===== src/inc/fatc_pkg.sv =====
// constants and types of the frame acquisition and trigger controller
// ============================================================
// Functional notes
// - sequencing: continuous, single frame, counted frames
// - begin command starts capture per sequencing
// - halt command waits for current frame end
// - counted mode stops after frame quantity
// - manual rate paces frames in hertz
// - automatic rate: off or continuous
// - trigger honoured only when activation on
// - trigger origin: software or input line
// - trigger edge chosen by polarity setting
// - postponement in microseconds before trigger acts
// - postponement applied only when enabled
// - shutter operation forces trigger type selector
// - timed shutter exposes for duration setting
// - automatic exposure: off, once, continuous
package fatc_pkg;
    // ============================================================
    // timing
    localparam int CLK_HZ   = 100_000_000;  // sys_clk rate
    localparam int CLK_NS   = 10;           // sys_clk period
    localparam int US_NS    = 1000;         // one microsecond in ns
    localparam int US_CYC   = US_NS / CLK_NS;
    // ============================================================
    // register byte offsets
    localparam logic [7:0] OFS_CTRL  = 8'h00;  // settings
    localparam logic [7:0] OFS_CMD   = 8'h04;  // write-only commands
    localparam logic [7:0] OFS_QTY   = 8'h08;  // frame quantity
    localparam logic [7:0] OFS_RATE  = 8'h0c;  // frame rate, Hz
    localparam logic [7:0] OFS_DLY   = 8'h10;  // postponement, us
    localparam logic [7:0] OFS_EXP   = 8'h14;  // exposure, us
    localparam logic [7:0] OFS_STAT  = 8'h18;  // status, read-only
    localparam logic [7:0] OFS_FRMS  = 8'h1c;  // frames captured
    // ============================================================
    // control field positions
    localparam int CB_SEQ   = 0;   // [1:0] sequencing setting
    localparam int CB_TON   = 2;   // trigger activation
    localparam int CB_SRC   = 3;   // 0 software, 1 line
    localparam int CB_LSEL  = 4;   // [5:4] line number
    localparam int CB_POL   = 6;   // 0 falling, 1 rising
    localparam int CB_DEN   = 7;   // postponement enable
    localparam int CB_SHUT  = 8;   // 0 timed, 1 trigger width
    localparam int CB_MRATE = 9;   // manual rate enable
    localparam int CB_ARATE = 10;  // automatic rate setting
    localparam int CB_AEXP  = 11;  // [12:11] automatic exposure
    localparam int CB_SWLVL = 13;  // software trigger level
    localparam int CTRL_W   = 14;
    // command bits
    localparam int KB_BEGIN = 0;
    localparam int KB_HALT  = 1;
    // ============================================================
    // reset values
    localparam logic [13:0] CTRL_RST = 14'h0000;
    localparam logic [31:0] QTY_RST  = 32'h0000_0001;
    localparam logic [31:0] RATE_RST = 32'h0000_001e;
    localparam logic [31:0] DLY_RST  = 32'h0000_0000;
    localparam logic [31:0] EXP_RST  = 32'h0000_2710;
    // ============================================================
    // types
    typedef enum logic [1:0] {
        SEQ_CONT   = 2'h0,
        SEQ_SINGLE = 2'h1,
        SEQ_MULTI  = 2'h2
    } fatc_seq_t;
    typedef enum logic [1:0] {
        AEXP_OFF  = 2'h0,
        AEXP_ONCE = 2'h1,
        AEXP_CONT = 2'h2
    } fatc_aexp_t;
    typedef enum logic [3:0] {
        ST_IDLE   = 4'h1,
        ST_ARMED  = 4'h2,
        ST_DELAY  = 4'h4,
        ST_EXPOSE = 4'h8
    } fatc_state_t;
endpackage


===== src/rtl/fatc_core.sv =====
// frame acquisition and trigger controller with wishbone registers
`timescale 1ns/1ps
module fatc_core #(
    parameter int NLINES = 4
) (
    // clock and reset
    input  wire logic              sys_clk,
    input  wire logic              rstn,
    // wishbone slave
    input  wire logic              wb_cyc_i,
    input  wire logic              wb_stb_i,
    input  wire logic              wb_we_i,
    input  wire logic [7:0]        wb_adr_i,
    input  wire logic [3:0]        wb_sel_i,
    input  wire logic [31:0]       wb_dat_i,
    output logic      [31:0]       wb_dat_o,
    output logic                   wb_ack_o,
    // trigger input lines
    input  wire logic [NLINES-1:0] line_in,
    // status outputs
    output logic                   acquiring,
    output logic                   exposure_active,
    output logic                   frame_done_p
);
    // ============================================================
    // elaboration check: line select field is two bits
    if (NLINES < 1 || NLINES > 4) begin : g_chk
        $error("fatc_core: NLINES must be 1 to 4");
    end

    // ============================================================
    // declarations
    logic [13:0]  ctrl_r, ctrl_nxt;     // settings
    logic [31:0]  qty_r, qty_nxt;       // frame quantity
    logic [31:0]  rate_r, rate_nxt;     // frame rate in Hz
    logic [31:0]  dly_r, dly_nxt;       // postponement in us
    logic [31:0]  exp_r, exp_nxt;       // exposure in us
    logic [31:0]  dat_r, dat_nxt;       // read data
    logic         ack_r, ack_nxt;       // bus acknowledge
    fatc_pkg::fatc_state_t st_r, st_nxt;
    logic [31:0]  left_r, left_nxt;     // frames still to take
    logic [31:0]  cnt_r, cnt_nxt;       // frames taken since begin
    logic         halt_r, halt_nxt;     // halt waiting for frame end
    logic         src_r;                // source one cycle ago
    logic [32:0]  acc_r, acc_nxt;       // rate phase accumulator
    logic         fdone_r, fdone_nxt;   // frame end pulse
    logic         acq_r, acq_nxt;       // busy flag, registered for the pin
    logic         wr, rd;               // bus access strobes
    logic [31:0]  wmask;                // byte-lane mask
    logic         begin_p, halt_p;      // command pulses
    logic         src, edge_hit, lvl;   // trigger source view
    logic [1:0]   lsel;                 // chosen line
    logic         rate_tick, free_go, go, fend, width;
    logic         dly_load, exp_load, dly_done, exp_done;
    logic [32:0]  acc_sum;

    // ============================================================
    // wishbone decode: ack a cycle after the request, act on the
    // edge where the master sees ack, so a write lands exactly once
    assign wr = wb_cyc_i && wb_stb_i && wb_we_i && ack_r;
    assign rd = wb_cyc_i && wb_stb_i && !ack_r;
    assign wmask = {{8{wb_sel_i[3]}}, {8{wb_sel_i[2]}},
                    {8{wb_sel_i[1]}}, {8{wb_sel_i[0]}}};
    assign begin_p = wr && wb_adr_i == fatc_pkg::OFS_CMD && wb_sel_i[0]
                     && wb_dat_i[fatc_pkg::KB_BEGIN];
    assign halt_p  = wr && wb_adr_i == fatc_pkg::OFS_CMD && wb_sel_i[0]
                     && wb_dat_i[fatc_pkg::KB_HALT];

    // ============================================================
    // trigger source and edge
    assign lsel  = ctrl_r[fatc_pkg::CB_LSEL +: 2];
    // out-of-range line reads as line zero
    assign src   = ctrl_r[fatc_pkg::CB_SRC]
                   ? ((32'(lsel) < NLINES) ? line_in[lsel] : line_in[0])
                   : ctrl_r[fatc_pkg::CB_SWLVL];
    assign edge_hit = ctrl_r[fatc_pkg::CB_POL] ? (src && !src_r)
                                               : (!src && src_r);
    assign lvl   = ctrl_r[fatc_pkg::CB_POL] ? src : !src;
    // shutter operation picks which trigger type is in use
    assign width = ctrl_r[fatc_pkg::CB_SHUT];

    // ============================================================
    // frame pacing: automatic continuous runs flat out, manual
    // rate ticks from a phase accumulator, no divider needed
    assign acc_sum   = acc_r + {1'b0, rate_r};
    assign rate_tick = acc_sum >= 33'(fatc_pkg::CLK_HZ);
    assign free_go   = ctrl_r[fatc_pkg::CB_ARATE]
                       || !ctrl_r[fatc_pkg::CB_MRATE]
                       || rate_tick;
    // a trigger is heeded only when activation is on
    assign go = ctrl_r[fatc_pkg::CB_TON] ? edge_hit : free_go;
    // frame end: width mode with trigger activation on follows the trigger level
    assign fend = (width && ctrl_r[fatc_pkg::CB_TON]) ? !lvl
                                                      : exp_done;
    assign dly_load = st_r == fatc_pkg::ST_ARMED && go;
    assign exp_load = st_nxt == fatc_pkg::ST_EXPOSE
                      && st_r != fatc_pkg::ST_EXPOSE;

    // ============================================================
    // timers
    fatc_us_timer #(.W(32), .CYC(fatc_pkg::US_CYC)) u_dly (
        .sys_clk (sys_clk),
        .rstn    (rstn),
        .load    (dly_load),
        .value   (dly_r),
        .done    (dly_done)
    );
    fatc_us_timer #(.W(32), .CYC(fatc_pkg::US_CYC)) u_exp (
        .sys_clk (sys_clk),
        .rstn    (rstn),
        .load    (exp_load),
        .value   (exp_r),
        .done    (exp_done)
    );

    // ============================================================
    // register file next values
    always_comb begin
        ctrl_nxt = ctrl_r;
        qty_nxt  = qty_r;
        rate_nxt = rate_r;
        dly_nxt  = dly_r;
        exp_nxt  = exp_r;
        ack_nxt  = rd;
        dat_nxt  = dat_r;
        if (wr) begin
            unique case (wb_adr_i)
                fatc_pkg::OFS_CTRL: ctrl_nxt = (ctrl_r & ~wmask[13:0])
                                    | (wb_dat_i[13:0] & wmask[13:0]);
                fatc_pkg::OFS_QTY:  qty_nxt  = (qty_r & ~wmask) | (wb_dat_i & wmask);
                fatc_pkg::OFS_RATE: rate_nxt = (rate_r & ~wmask) | (wb_dat_i & wmask);
                fatc_pkg::OFS_DLY:  dly_nxt  = (dly_r & ~wmask) | (wb_dat_i & wmask);
                fatc_pkg::OFS_EXP:  exp_nxt  = (exp_r & ~wmask) | (wb_dat_i & wmask);
                default: ;  // commands, read-only and unmapped
            endcase
        end
        // a single automatic exposure pass ends with a timed-shutter frame
        if (fend && st_r == fatc_pkg::ST_EXPOSE && !width
            && ctrl_nxt[fatc_pkg::CB_AEXP +: 2] == fatc_pkg::AEXP_ONCE) begin
            ctrl_nxt[fatc_pkg::CB_AEXP +: 2] = fatc_pkg::AEXP_OFF;
        end
        if (rd) begin
            unique case (wb_adr_i)
                fatc_pkg::OFS_CTRL: dat_nxt = {18'h00000, ctrl_r};
                fatc_pkg::OFS_QTY:  dat_nxt = qty_r;
                fatc_pkg::OFS_RATE: dat_nxt = rate_r;
                fatc_pkg::OFS_DLY:  dat_nxt = dly_r;
                fatc_pkg::OFS_EXP:  dat_nxt = exp_r;
                fatc_pkg::OFS_STAT: dat_nxt = {26'h0000000, lvl, width, halt_r,
                                    st_r[3], st_r[2], !st_r[0]};
                fatc_pkg::OFS_FRMS: dat_nxt = cnt_r;
                default:            dat_nxt = 32'h0000_0000;
            endcase
        end
    end

    // ============================================================
    // sequencing state machine
    always_comb begin
        st_nxt    = st_r;
        left_nxt  = left_r;
        cnt_nxt   = cnt_r;
        halt_nxt  = halt_r;
        fdone_nxt = 1'b0;
        acc_nxt   = rate_tick ? acc_sum - 33'(fatc_pkg::CLK_HZ) : acc_sum;
        unique case (st_r)
            fatc_pkg::ST_IDLE: begin
                halt_nxt = 1'b0;
                acc_nxt  = 33'h0_0000_0000;
                if (begin_p) begin
                    cnt_nxt = 32'h0000_0000;
                    unique case (ctrl_r[fatc_pkg::CB_SEQ +: 2])
                        fatc_pkg::SEQ_MULTI:  left_nxt = qty_r;
                        default:              left_nxt = 32'h0000_0001;
                    endcase
                    // a zero quantity means nothing to take
                    if (!(ctrl_r[fatc_pkg::CB_SEQ +: 2] == fatc_pkg::SEQ_MULTI
                          && qty_r == 32'h0000_0000)) begin
                        st_nxt = fatc_pkg::ST_ARMED;
                    end
                end
            end
            fatc_pkg::ST_ARMED: begin
                // no frame under way yet, so halt is immediate
                if (halt_p) st_nxt = fatc_pkg::ST_IDLE;
                else if (go) begin
                    st_nxt = (ctrl_r[fatc_pkg::CB_DEN] && dly_r != 32'h0)
                             ? fatc_pkg::ST_DELAY : fatc_pkg::ST_EXPOSE;
                end
            end
            fatc_pkg::ST_DELAY: begin
                if (halt_p) st_nxt = fatc_pkg::ST_IDLE;
                else if (dly_done) st_nxt = fatc_pkg::ST_EXPOSE;
            end
            fatc_pkg::ST_EXPOSE: begin
                // halt only marks; the frame runs to its end
                if (halt_p) halt_nxt = 1'b1;
                if (fend) begin
                    fdone_nxt = 1'b1;
                    cnt_nxt   = cnt_r + 32'h0000_0001;
                    left_nxt  = left_r - 32'h0000_0001;
                    if (halt_r || halt_p
                        || (ctrl_r[fatc_pkg::CB_SEQ +: 2] != fatc_pkg::SEQ_CONT
                            && left_r == 32'h0000_0001)) begin
                        st_nxt = fatc_pkg::ST_IDLE;
                    end else begin
                        st_nxt = fatc_pkg::ST_ARMED;
                    end
                end
            end
            default: st_nxt = fatc_pkg::ST_IDLE;
        endcase
        acq_nxt = !st_nxt[0];  // busy unless heading for idle
    end

    // ============================================================
    // registers
    always_ff @(posedge sys_clk or negedge rstn) begin
        if (!rstn) begin
            ctrl_r  <= fatc_pkg::CTRL_RST;
            qty_r   <= fatc_pkg::QTY_RST;
            rate_r  <= fatc_pkg::RATE_RST;
            dly_r   <= fatc_pkg::DLY_RST;
            exp_r   <= fatc_pkg::EXP_RST;
            dat_r   <= 32'h0000_0000;
            ack_r   <= 1'b0;
            st_r    <= fatc_pkg::ST_IDLE;
            left_r  <= 32'h0000_0000;
            cnt_r   <= 32'h0000_0000;
            halt_r  <= 1'b0;
            src_r   <= 1'b0;
            acc_r   <= 33'h0_0000_0000;
            fdone_r <= 1'b0;
            acq_r   <= 1'b0;
        end else begin
            ctrl_r  <= ctrl_nxt;
            qty_r   <= qty_nxt;
            rate_r  <= rate_nxt;
            dly_r   <= dly_nxt;
            exp_r   <= exp_nxt;
            dat_r   <= dat_nxt;
            ack_r   <= ack_nxt;
            st_r    <= st_nxt;
            left_r  <= left_nxt;
            cnt_r   <= cnt_nxt;
            halt_r  <= halt_nxt;
            src_r   <= src;
            acc_r   <= acc_nxt;
            fdone_r <= fdone_nxt;
            acq_r   <= acq_nxt;
        end
    end

    // outputs straight from flops
    assign wb_dat_o        = dat_r;
    assign wb_ack_o        = ack_r;
    assign acquiring       = acq_r;
    assign exposure_active = st_r[3];
    assign frame_done_p    = fdone_r;
endmodule // fatc_core


===== src/rtl/fatc_us_timer.sv =====
// microsecond down-timer with its own prescaler
`timescale 1ns/1ps
module fatc_us_timer #(
    parameter int W   = 32,
    parameter int CYC = fatc_pkg::US_CYC
) (
    // clock and reset
    input  wire logic         sys_clk,
    input  wire logic         rstn,
    // control
    input  wire logic         load,
    input  wire logic [W-1:0] value,
    // result
    output logic              done
);
    // ============================================================
    // elaboration check
    if (CYC < 1 || CYC > 65536 || W < 1) begin : g_chk
        $error("fatc_us_timer: bad parameters");
    end

    logic [W-1:0]  cnt_r, cnt_nxt;   // microseconds left
    logic [15:0]   pre_r, pre_nxt;   // cycles into current us
    logic          tick;             // one-cycle us enable

    // prescaler restarts with load so durations stay exact
    assign tick = (pre_r == 16'(CYC - 1));
    // done reads the count only, so it never loops back through load
    assign done = (cnt_r == '0);

    // ============================================================
    // next values
    always_comb begin
        pre_nxt = tick ? 16'h0000 : pre_r + 16'h0001;
        cnt_nxt = cnt_r;
        if (load) begin
            pre_nxt = 16'h0000;
            cnt_nxt = value;
        end else if (tick && cnt_r != '0) begin
            cnt_nxt = cnt_r - {{(W-1){1'b0}}, 1'b1};
        end
    end

    // registers
    always_ff @(posedge sys_clk or negedge rstn) begin
        if (!rstn) begin
            pre_r <= 16'h0000;
            cnt_r <= '0;
        end else begin
            pre_r <= pre_nxt;
            cnt_r <= cnt_nxt;
        end
    end
endmodule // fatc_us_timer


===== config.mk =====
export PLATFORM = sky130hd
export DESIGN_NAME = fatc_core
export DESIGN_NICKNAME = d
export VERILOG_FILES = /design/src/inc/fatc_pkg.sv /design/src/rtl/fatc_core.sv /design/src/rtl/fatc_us_timer.sv
export SDC_FILE = /design/constraint.sdc
export NUM_CORES = 1
export LEC_CHECK = 0
export BUFFER_PORTS_ARGS = -buffer_cell sky130_fd_sc_hd__buf_2
export CAP_MARGIN = 20
export CORE_AREA = 4 4 295 297
export CTS_CLUSTER_DIAMETER = 30
export DETAILED_ROUTE_END_ITERATION = 16
export DIE_AREA = 0 0 299 301
export HOLD_SLACK_MARGIN = 0.06
export SLEW_MARGIN = 20
export SYNTH_ARGS = -nofsm -noshare
export SYNTH_HDL_FRONTEND = slang
export SYNTH_SLANG_ARGS = --single-unit

===== constraint.sdc =====
create_clock -name sys_clk -period 8.7 [get_ports sys_clk]
set_clock_uncertainty 0.2 [all_clocks]
set_input_delay 0.87 -clock sys_clk [delete_from_list [all_inputs] [get_ports sys_clk]]
set_output_delay 0.87 -clock sys_clk [all_outputs]
set_load 0.005 [all_outputs]

# Yosys cells after proc, flatten, opt, wreduce, memory -nomap -nowiden
# Cells that the tools add are included.
# classes
n_eq_ne,21
n_bitwise,14
add_sub_neg,8
reduce_logical,51
n_lt_le_gt_ge,2
mux,42
# ops
cell,n
2-to-1 mux 32 bit,9
case mux 32 bit (7 select lines),1
bitwise AND 32 bit,5
OR 32 bit,4
case mux 32 bit (2 select lines),2
logical NOT 32 bit,3
nonzero test 32 bit,3
subtractor 32 x 1 -> 32 bit (second input constant),3
2-to-1 mux 33 bit,2
2-to-1 mux 16 bit,4
adder 33 x 32 -> 33 bit,1
greater-or-equal comparator 33 x 27 -> 1 bit (second input constant),1
subtractor 33 x 27 -> 33 bit (second input constant),1
adder 16 x 1 -> 16 bit (second input constant),2
adder 32 x 1 -> 32 bit (second input constant),1
equality test 16 x 7 -> 1 bit (second input constant),2
equality test 32 x 1 -> 1 bit (second input constant),1
equality test 8 x 5 -> 1 bit (second input constant),4
2-to-1 mux 4 bit,8
inverter 32 bit,1
bitwise AND 14 bit,2
2-to-1 mux 13 bit,2
logical AND 1 bit,21
equality test 8 x 4 -> 1 bit (second input constant),2
23 further kinds,53
# totals
input_bits,53
word_cells,158
output_inout_bits,36
ff_bits,376

# Depth between registers and ports, before layout
# Gate-level depths: netlist of the first run.
# logic_depth
ltp_word,14
depth_mapped,19
depth_no_buf,17

# Cells and area by module
# Synthesis of the first run repeated with hierarchy kept, for this count alone.
# unflattened
hier_cells,2145
hier_area_um2,21116.5
# modules_own_cells
module,cells_per_inst,seq_area_each_um2,area_each_um2,instances
fatc_core,1513,7020.5,15451.1,1
fatc_us_timer,316,1201.2,2832.7,2

# Worst setup path after synthesis of the first run
# Ideal clock, no wire load.
# synth_timing
path_type,register to register
from,register with a tool-made name
to,register u_dly.cnt_r[27]
setup_time_ns,0.127
period_less_slack_ns,4.398
stages_incl_launch_ff,19
n_path_buf,2
arrival_time_ns,4.071
t_required_ns,8.373
setup_slack_ns,4.302
path_cell_list,dfstp_2 -> inv_1 -> fa_1 -> nor2b_4 -> o31ai_4 -> a31o_2 -> xnor2_1 -> ha_1 -> nand2_1 -> nor3_1 -> o211ai_1 -> nor4_1 -> nand4_1 -> or4_4 -> a21o_4 -> a31oi_4 -> buf_6 -> buf_6 -> mux2_1
# synth_lines
element,line,source
"end signal, assigned",fatc_us_timer.sv:51,cnt_r <= cnt_nxt;
"end, declared",fatc_us_timer.sv:22,"logic [W-1:0] cnt_r, cnt_nxt;"

==> impl_metrics.json, run 1 <==
{
  "status": "finished clean",
  "drt-total-wl_um": 66370,
  "synth_most_common_cell": "dfrtp_1",
  "layout.nets": 2277,
  "cts-resized-gates": 0,
  "path_cells": "inv_1, fa_1, nor2b_4, o31ai_4, a31o_2, xnor2_1, ha_1, nand2_1, nor3_1, o211ai_1, nor4_1, nand4_1, or4_4, a21o_4, a31oi_4, buf_4, mux2_2",
  "syn_area_um2": 20990,
  "drt_iter0_drc": 1773,
  "postSynth.asyncResetShare_pct": 100.0,
  "track_usage_pct": 14.33,
  "ios": 89,
  "clk_pin_slew_ns": 0.04,
  "post_cts_buffers": 0,
  "synth_seq_cells": 376,
  "area_growth_pct": 21.75,
  "cts.path.max_buffers": 3,
  "drc": 0,
  "vias": 17190,
  "grt_pass1_wl_um": 101200,
  "die_y_um": 301,
  "drt-wirelength-per-cell_um": 19.54,
  "power.density_nw_per_um2": 195.2,
  "peakVddDrop_mv": 0.1119,
  "synth_adder_area_share_pct": 2.598,
  "gp_congestion": 0.8815,
  "drive_gt1_share_pct": 23.00,
  "cp_data_arrival_time_ns": 6.03,
  "ctsHoldBuffers": 0,
  "slowest_delay_ns": 0.55,
  "worstSetupStartpointType": "flip-flop",
  "syn_nets": 2175,
  "multiInputGateArea_um2": 11080,
  "rows": 107,
  "synth-xor-area-share_pct": 5.131,
  "fin_crit_ns": 5.745,
  "reg2reg_depth": 17,
  "fin_crit_sh_pct": 66.04,
  "post-route-util_pct": 30.21,
  "dieArea_um2": 90000,
  "ys_types": 91,
  "worstReg2RegEnd": "u_exp.cnt_r[25]",
  "io_buffer_count": 88,
  "path_max_fanout": 32,
  "max_cap_violations": 0,
  "rsz0062_at_grt": "no",
  "synthMuxAreaShare_pct": 12.91,
  "grt_max_degree": 170,
  "syn_area_per_cell_um2": 10.10,
  "yosysSeqAreaShare_pct": 44.88,
  "worstSetupPathType": "flip-flop to flip-flop",
  "start_util_pct": 24.81,
  "vias_per_cell": 5.062,
  "final-setup-viol-count": 0,
  "slew_viol_final": 0,
  "cts_root_buffer": "clkbuf_16",
  "htree_levels": 3,
  "fp.dieW_um": 299,
  "clk_latency_ns": 0.62,
  "synth_area_leaders": "dfrtp_1, mux2_2, nand2_1",
  "grt_pass1_vias": 16830,
  "numCtsBuffers": 83,
  "hpwl_um": 48400,
  "worst_pin_slew_ns": 1.032,
  "grt_overflow": 0,
  "setup_tns_ns": 0,
  "leakage_nw": 11.55,
  "regToRegSetupSlack_ns": 2.95,
  "cts_tree": "built",
  "firstDrtPassIters": 9,
  "fp.coreArea_um2": 84610,
  "antenna_found_initial": 16,
  "critPathSlowestCell": "dfstp_2",
  "synth_compound_area_share_pct": 14.97,
  "finalHoldViolCount": 0,
  "fillCellCount": 8781,
  "yosysTopAreaCellShare_pct": 43.51,
  "required_ns": 8.98,
  "cp_top_family": "simple AND/OR/NAND/NOR gates",
  "syn-instance-count": 2079,
  "worstSetupEndpointType": "flip-flop",
  "synth-edff-count": 0,
  "maxSlewHeadroom_pct": 31.22,
  "synth_top_cell_by_area": "dfrtp_1",
  "ys.flop_type": "dfrtp_1",
  "ant_nets": 0,
  "seq_area_um2": 9423,
  "clkSinkCount": 376,
  "clock.fmax_ghz": 0.1741,
  "yosysWarnings": 0,
  "worstHoldPathType": "primary input to asynchronous set/reset pin",
  "synth_top_family_by_area": "simple AND/OR/NAND/NOR gates",
  "critPathBufInv": 2,
  "synthSimpleGateAreaFrac_pct": 16.94,
  "yosys-top-cells-count": "dfrtp_1, mux2_2, nand2_1"
}
==> worst max path at each step <==
stage	startpoint	slack, ns	cells past startpoint	end
finish	flip-flop	2.95	17	u_exp.cnt_r[25]
global placement	flip-flop	3.01	17	u_exp.cnt_r[25]
detailed placement	flip-flop	2.98	17	u_exp.cnt_r[29]
CTS	flip-flop	2.94	17	u_exp.cnt_r[25]
floorplan	flip-flop	4.30	18	u_dly.cnt_r[27]
global route	flip-flop	2.66	17	u_exp.cnt_r[25]
==> final cells by class <==
class,count,area share (%)
repair buffers,113,2.546
inverters,30,0.4406
diodes,4,0.03916
clock buffers,91,8.483
well taps,1144,5.600
multi-input cells,1577,43.37
flip-flops and latches,376,36.87
clock inverters,61,2.658
==> cells in the final DEF (no fill, tap or decap), types with 16 or more instances in the layout <==
cell type | netlist | routed
mux2i_1 | 29 | 29
xor2_1 | 70 | 70
a22o_1 | 35 | 35
inv_1 | 30 | 30
o21ai_0 | 104 | 104
nand2_1 | 183 | 183
nand3_1 | 43 | 43
ha_1 | 42 | 42
nor4_1 | 38 | 38
or3_1 | 29 | 29
xnor2_1 | 53 | 53
dfrtp_1 | 365 | 365
a21oi_1 | 96 | 96
mux2_2 | 200 | 200
or2_2 | 16 | 16
nand4_1 | 25 | 25
a22oi_1 | 45 | 45
and3_1 | 32 | 32
and2_1 | 23 | 24
a222oi_1 | 27 | 27
buf_2 | 9 | 87
nor2_1 | 160 | 156
clkbuf_16 | 0 | 84
nor3_1 | 92 | 91
buf_4 | 8 | 24
==> power by group <==
group,total (W),switching (W),internal (W)
Clock,0.00315,0.00111,0.00204
Combinational,0.0000853,0.0000688,0.0000164
Sequential,0.00176,0.00000198,0.00176
==> metrics by stage <==
step	hold slack, ns	std cells	power, W	setup slack (ns)	cell area [um^2]
final	0.05500	3396	0.004990	2.955	25560
after global routing	0.07927	3392	0.005143	2.660	25550
after CTS	0.06251	3392	0.005048	2.942	25550
after detailed placement	0.2859	3240	0.001872	2.977	22700
after global placement	0.2841	3240	0.001871	3.013	22700
after floorplan	0.2609	2079	0.001798	4.302	20990
==> layer usage <==
layer	vias up	track usage, %	share of wire (%)
met5	-	0	0.10
met4	10	5.714	3.4
met3	133	3.598	7.1
met2	558	23.39	47
met1	8534	18.22	43
li1	7956	-	-
==> cells by family after synthesis <==
family          count (synthesis)
xor+xnor                      123
mux                           243
simple gates                  713
compound gates                455
flops                         376
buf+inv                       126
fa+ha+maj                      43
No activity file was read; power rests on OpenSTA's default activity.
==> run 2: changes to the inputs <==
==> constraint.sdc (replaced) <==
create_clock -name sys_clk -period 5.6 [get_ports sys_clk]
set_clock_uncertainty 0.2 [all_clocks]
set_input_delay 0.56 -clock sys_clk [delete_from_list [all_inputs] [get_ports sys_clk]]
set_output_delay 0.56 -clock sys_clk [all_outputs]
set_load 0.005 [all_outputs]
==> run 2 against run 1 <==
  * Fmax rose by 11%
  * Largest power group unchanged
  * Worst setup slack got worse by 2.5 ns
  * Design area rose by 2.0%
  * Register-to-register slack got worse by 2.5 ns
  * Critical path type unchanged
  * Clock power rose by 70%
  * Die area did not move
  * Non-clock buffer count rose by 22
==> impl_metrics.json, run 2 (synthesis gave the netlist of run 1 again) <==
{
  "dp.cells": 3247,
  "clk_pin_slew_ns": 0.05,
  "cp_data_arrival_time_ns": 5.46,
  "path_common_cell": "ha_1",
  "combPwrFrac_pct": 1.8,
  "io_buffer_count": 88,
  "p_sw_share_pct": 21.21,
  "hpwl_um": 48540,
  "worstHoldPathType": "primary input to flip-flop",
  "ctsHoldBuffers": 15,
  "drt_iter0_drc": 1533,
  "slowest_delay_ns": 0.55,
  "final_cell_mix": "dfrtp_1, mux2_2, nand2_1",
  "firstDrtPassIters": 8,
  "drc": 0,
  "finalHoldViolCount": 0,
  "layout.nets": 2301,
  "slew_viol_final": 0,
  "seq_power_share_pct": 33.2,
  "vias": 17200,
  "critPathSlowestCell": "dfstp_2",
  "htree_levels": 3,
  "status": "finished clean",
  "cts.path.max_buffers": 3,
  "netSwitchingPower_w": 0.001743,
  "fp.coreArea_um2": 84610,
  "start_util_pct": 24.81,
  "worstSetupStartpointType": "flip-flop",
  "worstSetupEndpointType": "flip-flop",
  "dieArea_um2": 90000,
  "fin_crit_sh_pct": 92.50,
  "peakVddDrop_mv": 0.1852,
  "area_growth_pct": 24.13,
  "rows": 107,
  "clockPowerShare_pct": 65.0,
  "fp.dieW_um": 299,
  "ios": 89,
  "clkSinkCount": 376,
  "max_cap_violations": 0,
  "ant_nets": 0,
  "grt_pass1_vias": 16990,
  "track_usage_pct": 14.34,
  "setup_tns_ns": 0,
  "numCtsBuffers": 85,
  "grt_overflow": 0,
  "clk_latency_ns": 0.61,
  "layout.cells.non_filler": 3422,
  "clock.fmax_ghz": 0.1930,
  "internal_power_w": 0.006478,
  "worst_pin_slew_ns": 1.020,
  "hold_slack_ns": 0.09971,
  "cts-resized-gates": 0,
  "rsz0062_at_grt": "no",
  "fin_crit_ns": 5.180,
  "leakage_nw": 11.77,
  "vias_per_cell": 5.025,
  "worstSetupPathType": "flip-flop to flip-flop",
  "path_max_fanout": 48,
  "die_y_um": 301,
  "maxSlewHeadroom_pct": 32.03,
  "gp_congestion": 0.8686,
  "drt-total-wl_um": 66180,
  "path_cells": "ha_1, a211oi_1, o21ai_1, a21oi_1, xnor2_1, inv_1, ha_1, nand2_1, nor3_1, o211ai_1, nor4_1, nand4_1, or4_4, a21o_4, a31oi_4, buf_12, mux2_2",
  "final-setup-viol-count": 0,
  "cts_tree": "built",
  "post_cts_buffers": 0,
  "cts_root_buffer": "clkbuf_16",
  "drt-wirelength-per-cell_um": 19.34,
  "power.density_nw_per_um2": 315.5,
  "grt_max_degree": 121,
  "grt_pass1_wl_um": 101500,
  "drive_gt1_share_pct": 23.26,
  "final_common_cell": "dfrtp_1",
  "required_ns": 5.88,
  "antenna_found_initial": 11
}
-- run 2: cell types whose count changed in the layout (fill, tap and decap cells not counted), sizes merged --
cell	delta
buf	+7
bufinv	+8
clkbuf	+11
clkinv	-10
clkinvlp	+7
dlygate4sd3	+15
inv	-12
-- run 2: metal layers --
metal	wire length (um)	global-route usage (%)
met2	31390	23.82
met3	4338	3.288
met4	1856	4.731
met1	28540	18.47
met5	55	0
-- run 2: worst max-delay path, delay by kind of cell (launching register included) --
| family | cells | cell delay [ns] |
|---|---|---|
| adders and majority gates | 2 | 0.41 |
| AOI/OAI and AO/OA | 6 | 1.67 |
| buffers and inverters | 2 | 0.39 |
| muxes | 1 | 0.37 |
| DFF | 1 | 0.55 |
| and+or+nand+nor | 5 | 1.31 |
| xor gates and xnor gates | 1 | 0.12 |
-- run 2: cell type report --
cell class	count	area (um^2)
Fill cell	8733	58550
Clock buffer	102	2386
Multi-Input combinational cell	1577	11080
Timing Repair Buffer	135	878.3
Antenna cell	4	10.01
Inverter	30	112.6
Sequential cell	376	9423
Tap cell	1144	1431
Clock inverter	54	734.5
-- run 2: power by group through the flow --
stage	sequential, W	combinational, W	clock, W
2_1_floorplan	0.00277	0.0000218	0
3_3_place_gp	0.00277	0.000137	0
3_5_place_dp	0.00277	0.000136	0
4_1_cts	0.00273	0.000148	0.00542
5_1_grt	0.00273	0.000160	0.00558
6_report	0.00273	0.000144	0.00535
-- run 2: per-stage QoR --
| stage | setup slack, ns | total power [W] | utilization [%] | cell area [um^2] |
|---|---|---|---|---|
| after floorplan | 1.202 | 0.002793 | - | 20990 |
| after global placement | 0.4734 | 0.002909 | 26.92 | 22780 |
| after detailed placement | 0.4290 | 0.002909 | 26.92 | 22780 |
| after CTS | 0.4204 | 0.008296 | 30.79 | 26050 |
| after global routing | 0.09193 | 0.008468 | 30.79 | 26050 |
| final | 0.4200 | 0.008221 | 30.80 | 26060 |
-- run 2: path summary, 6_finish.rpt --
kind | cells past startpoint | end | startpoint | slack [ns]
max in group asynchronous | 3 | u_dly.pre_r[3] | rstn | 3.55
min in group asynchronous | 2 | left_r[6] | rstn | 0.36
hold reg to reg | 1 | u_dly.pre_r[0] | u_dly.pre_r[0] | 0.29
hold / removal | 2 | flip-flop | wb_dat_i[15] | 0.1
setup / recovery | 17 | u_dly.cnt_r[31] | flip-flop | 0.42
setup reg to reg | 17 | u_dly.cnt_r[31] | flip-flop | 0.42
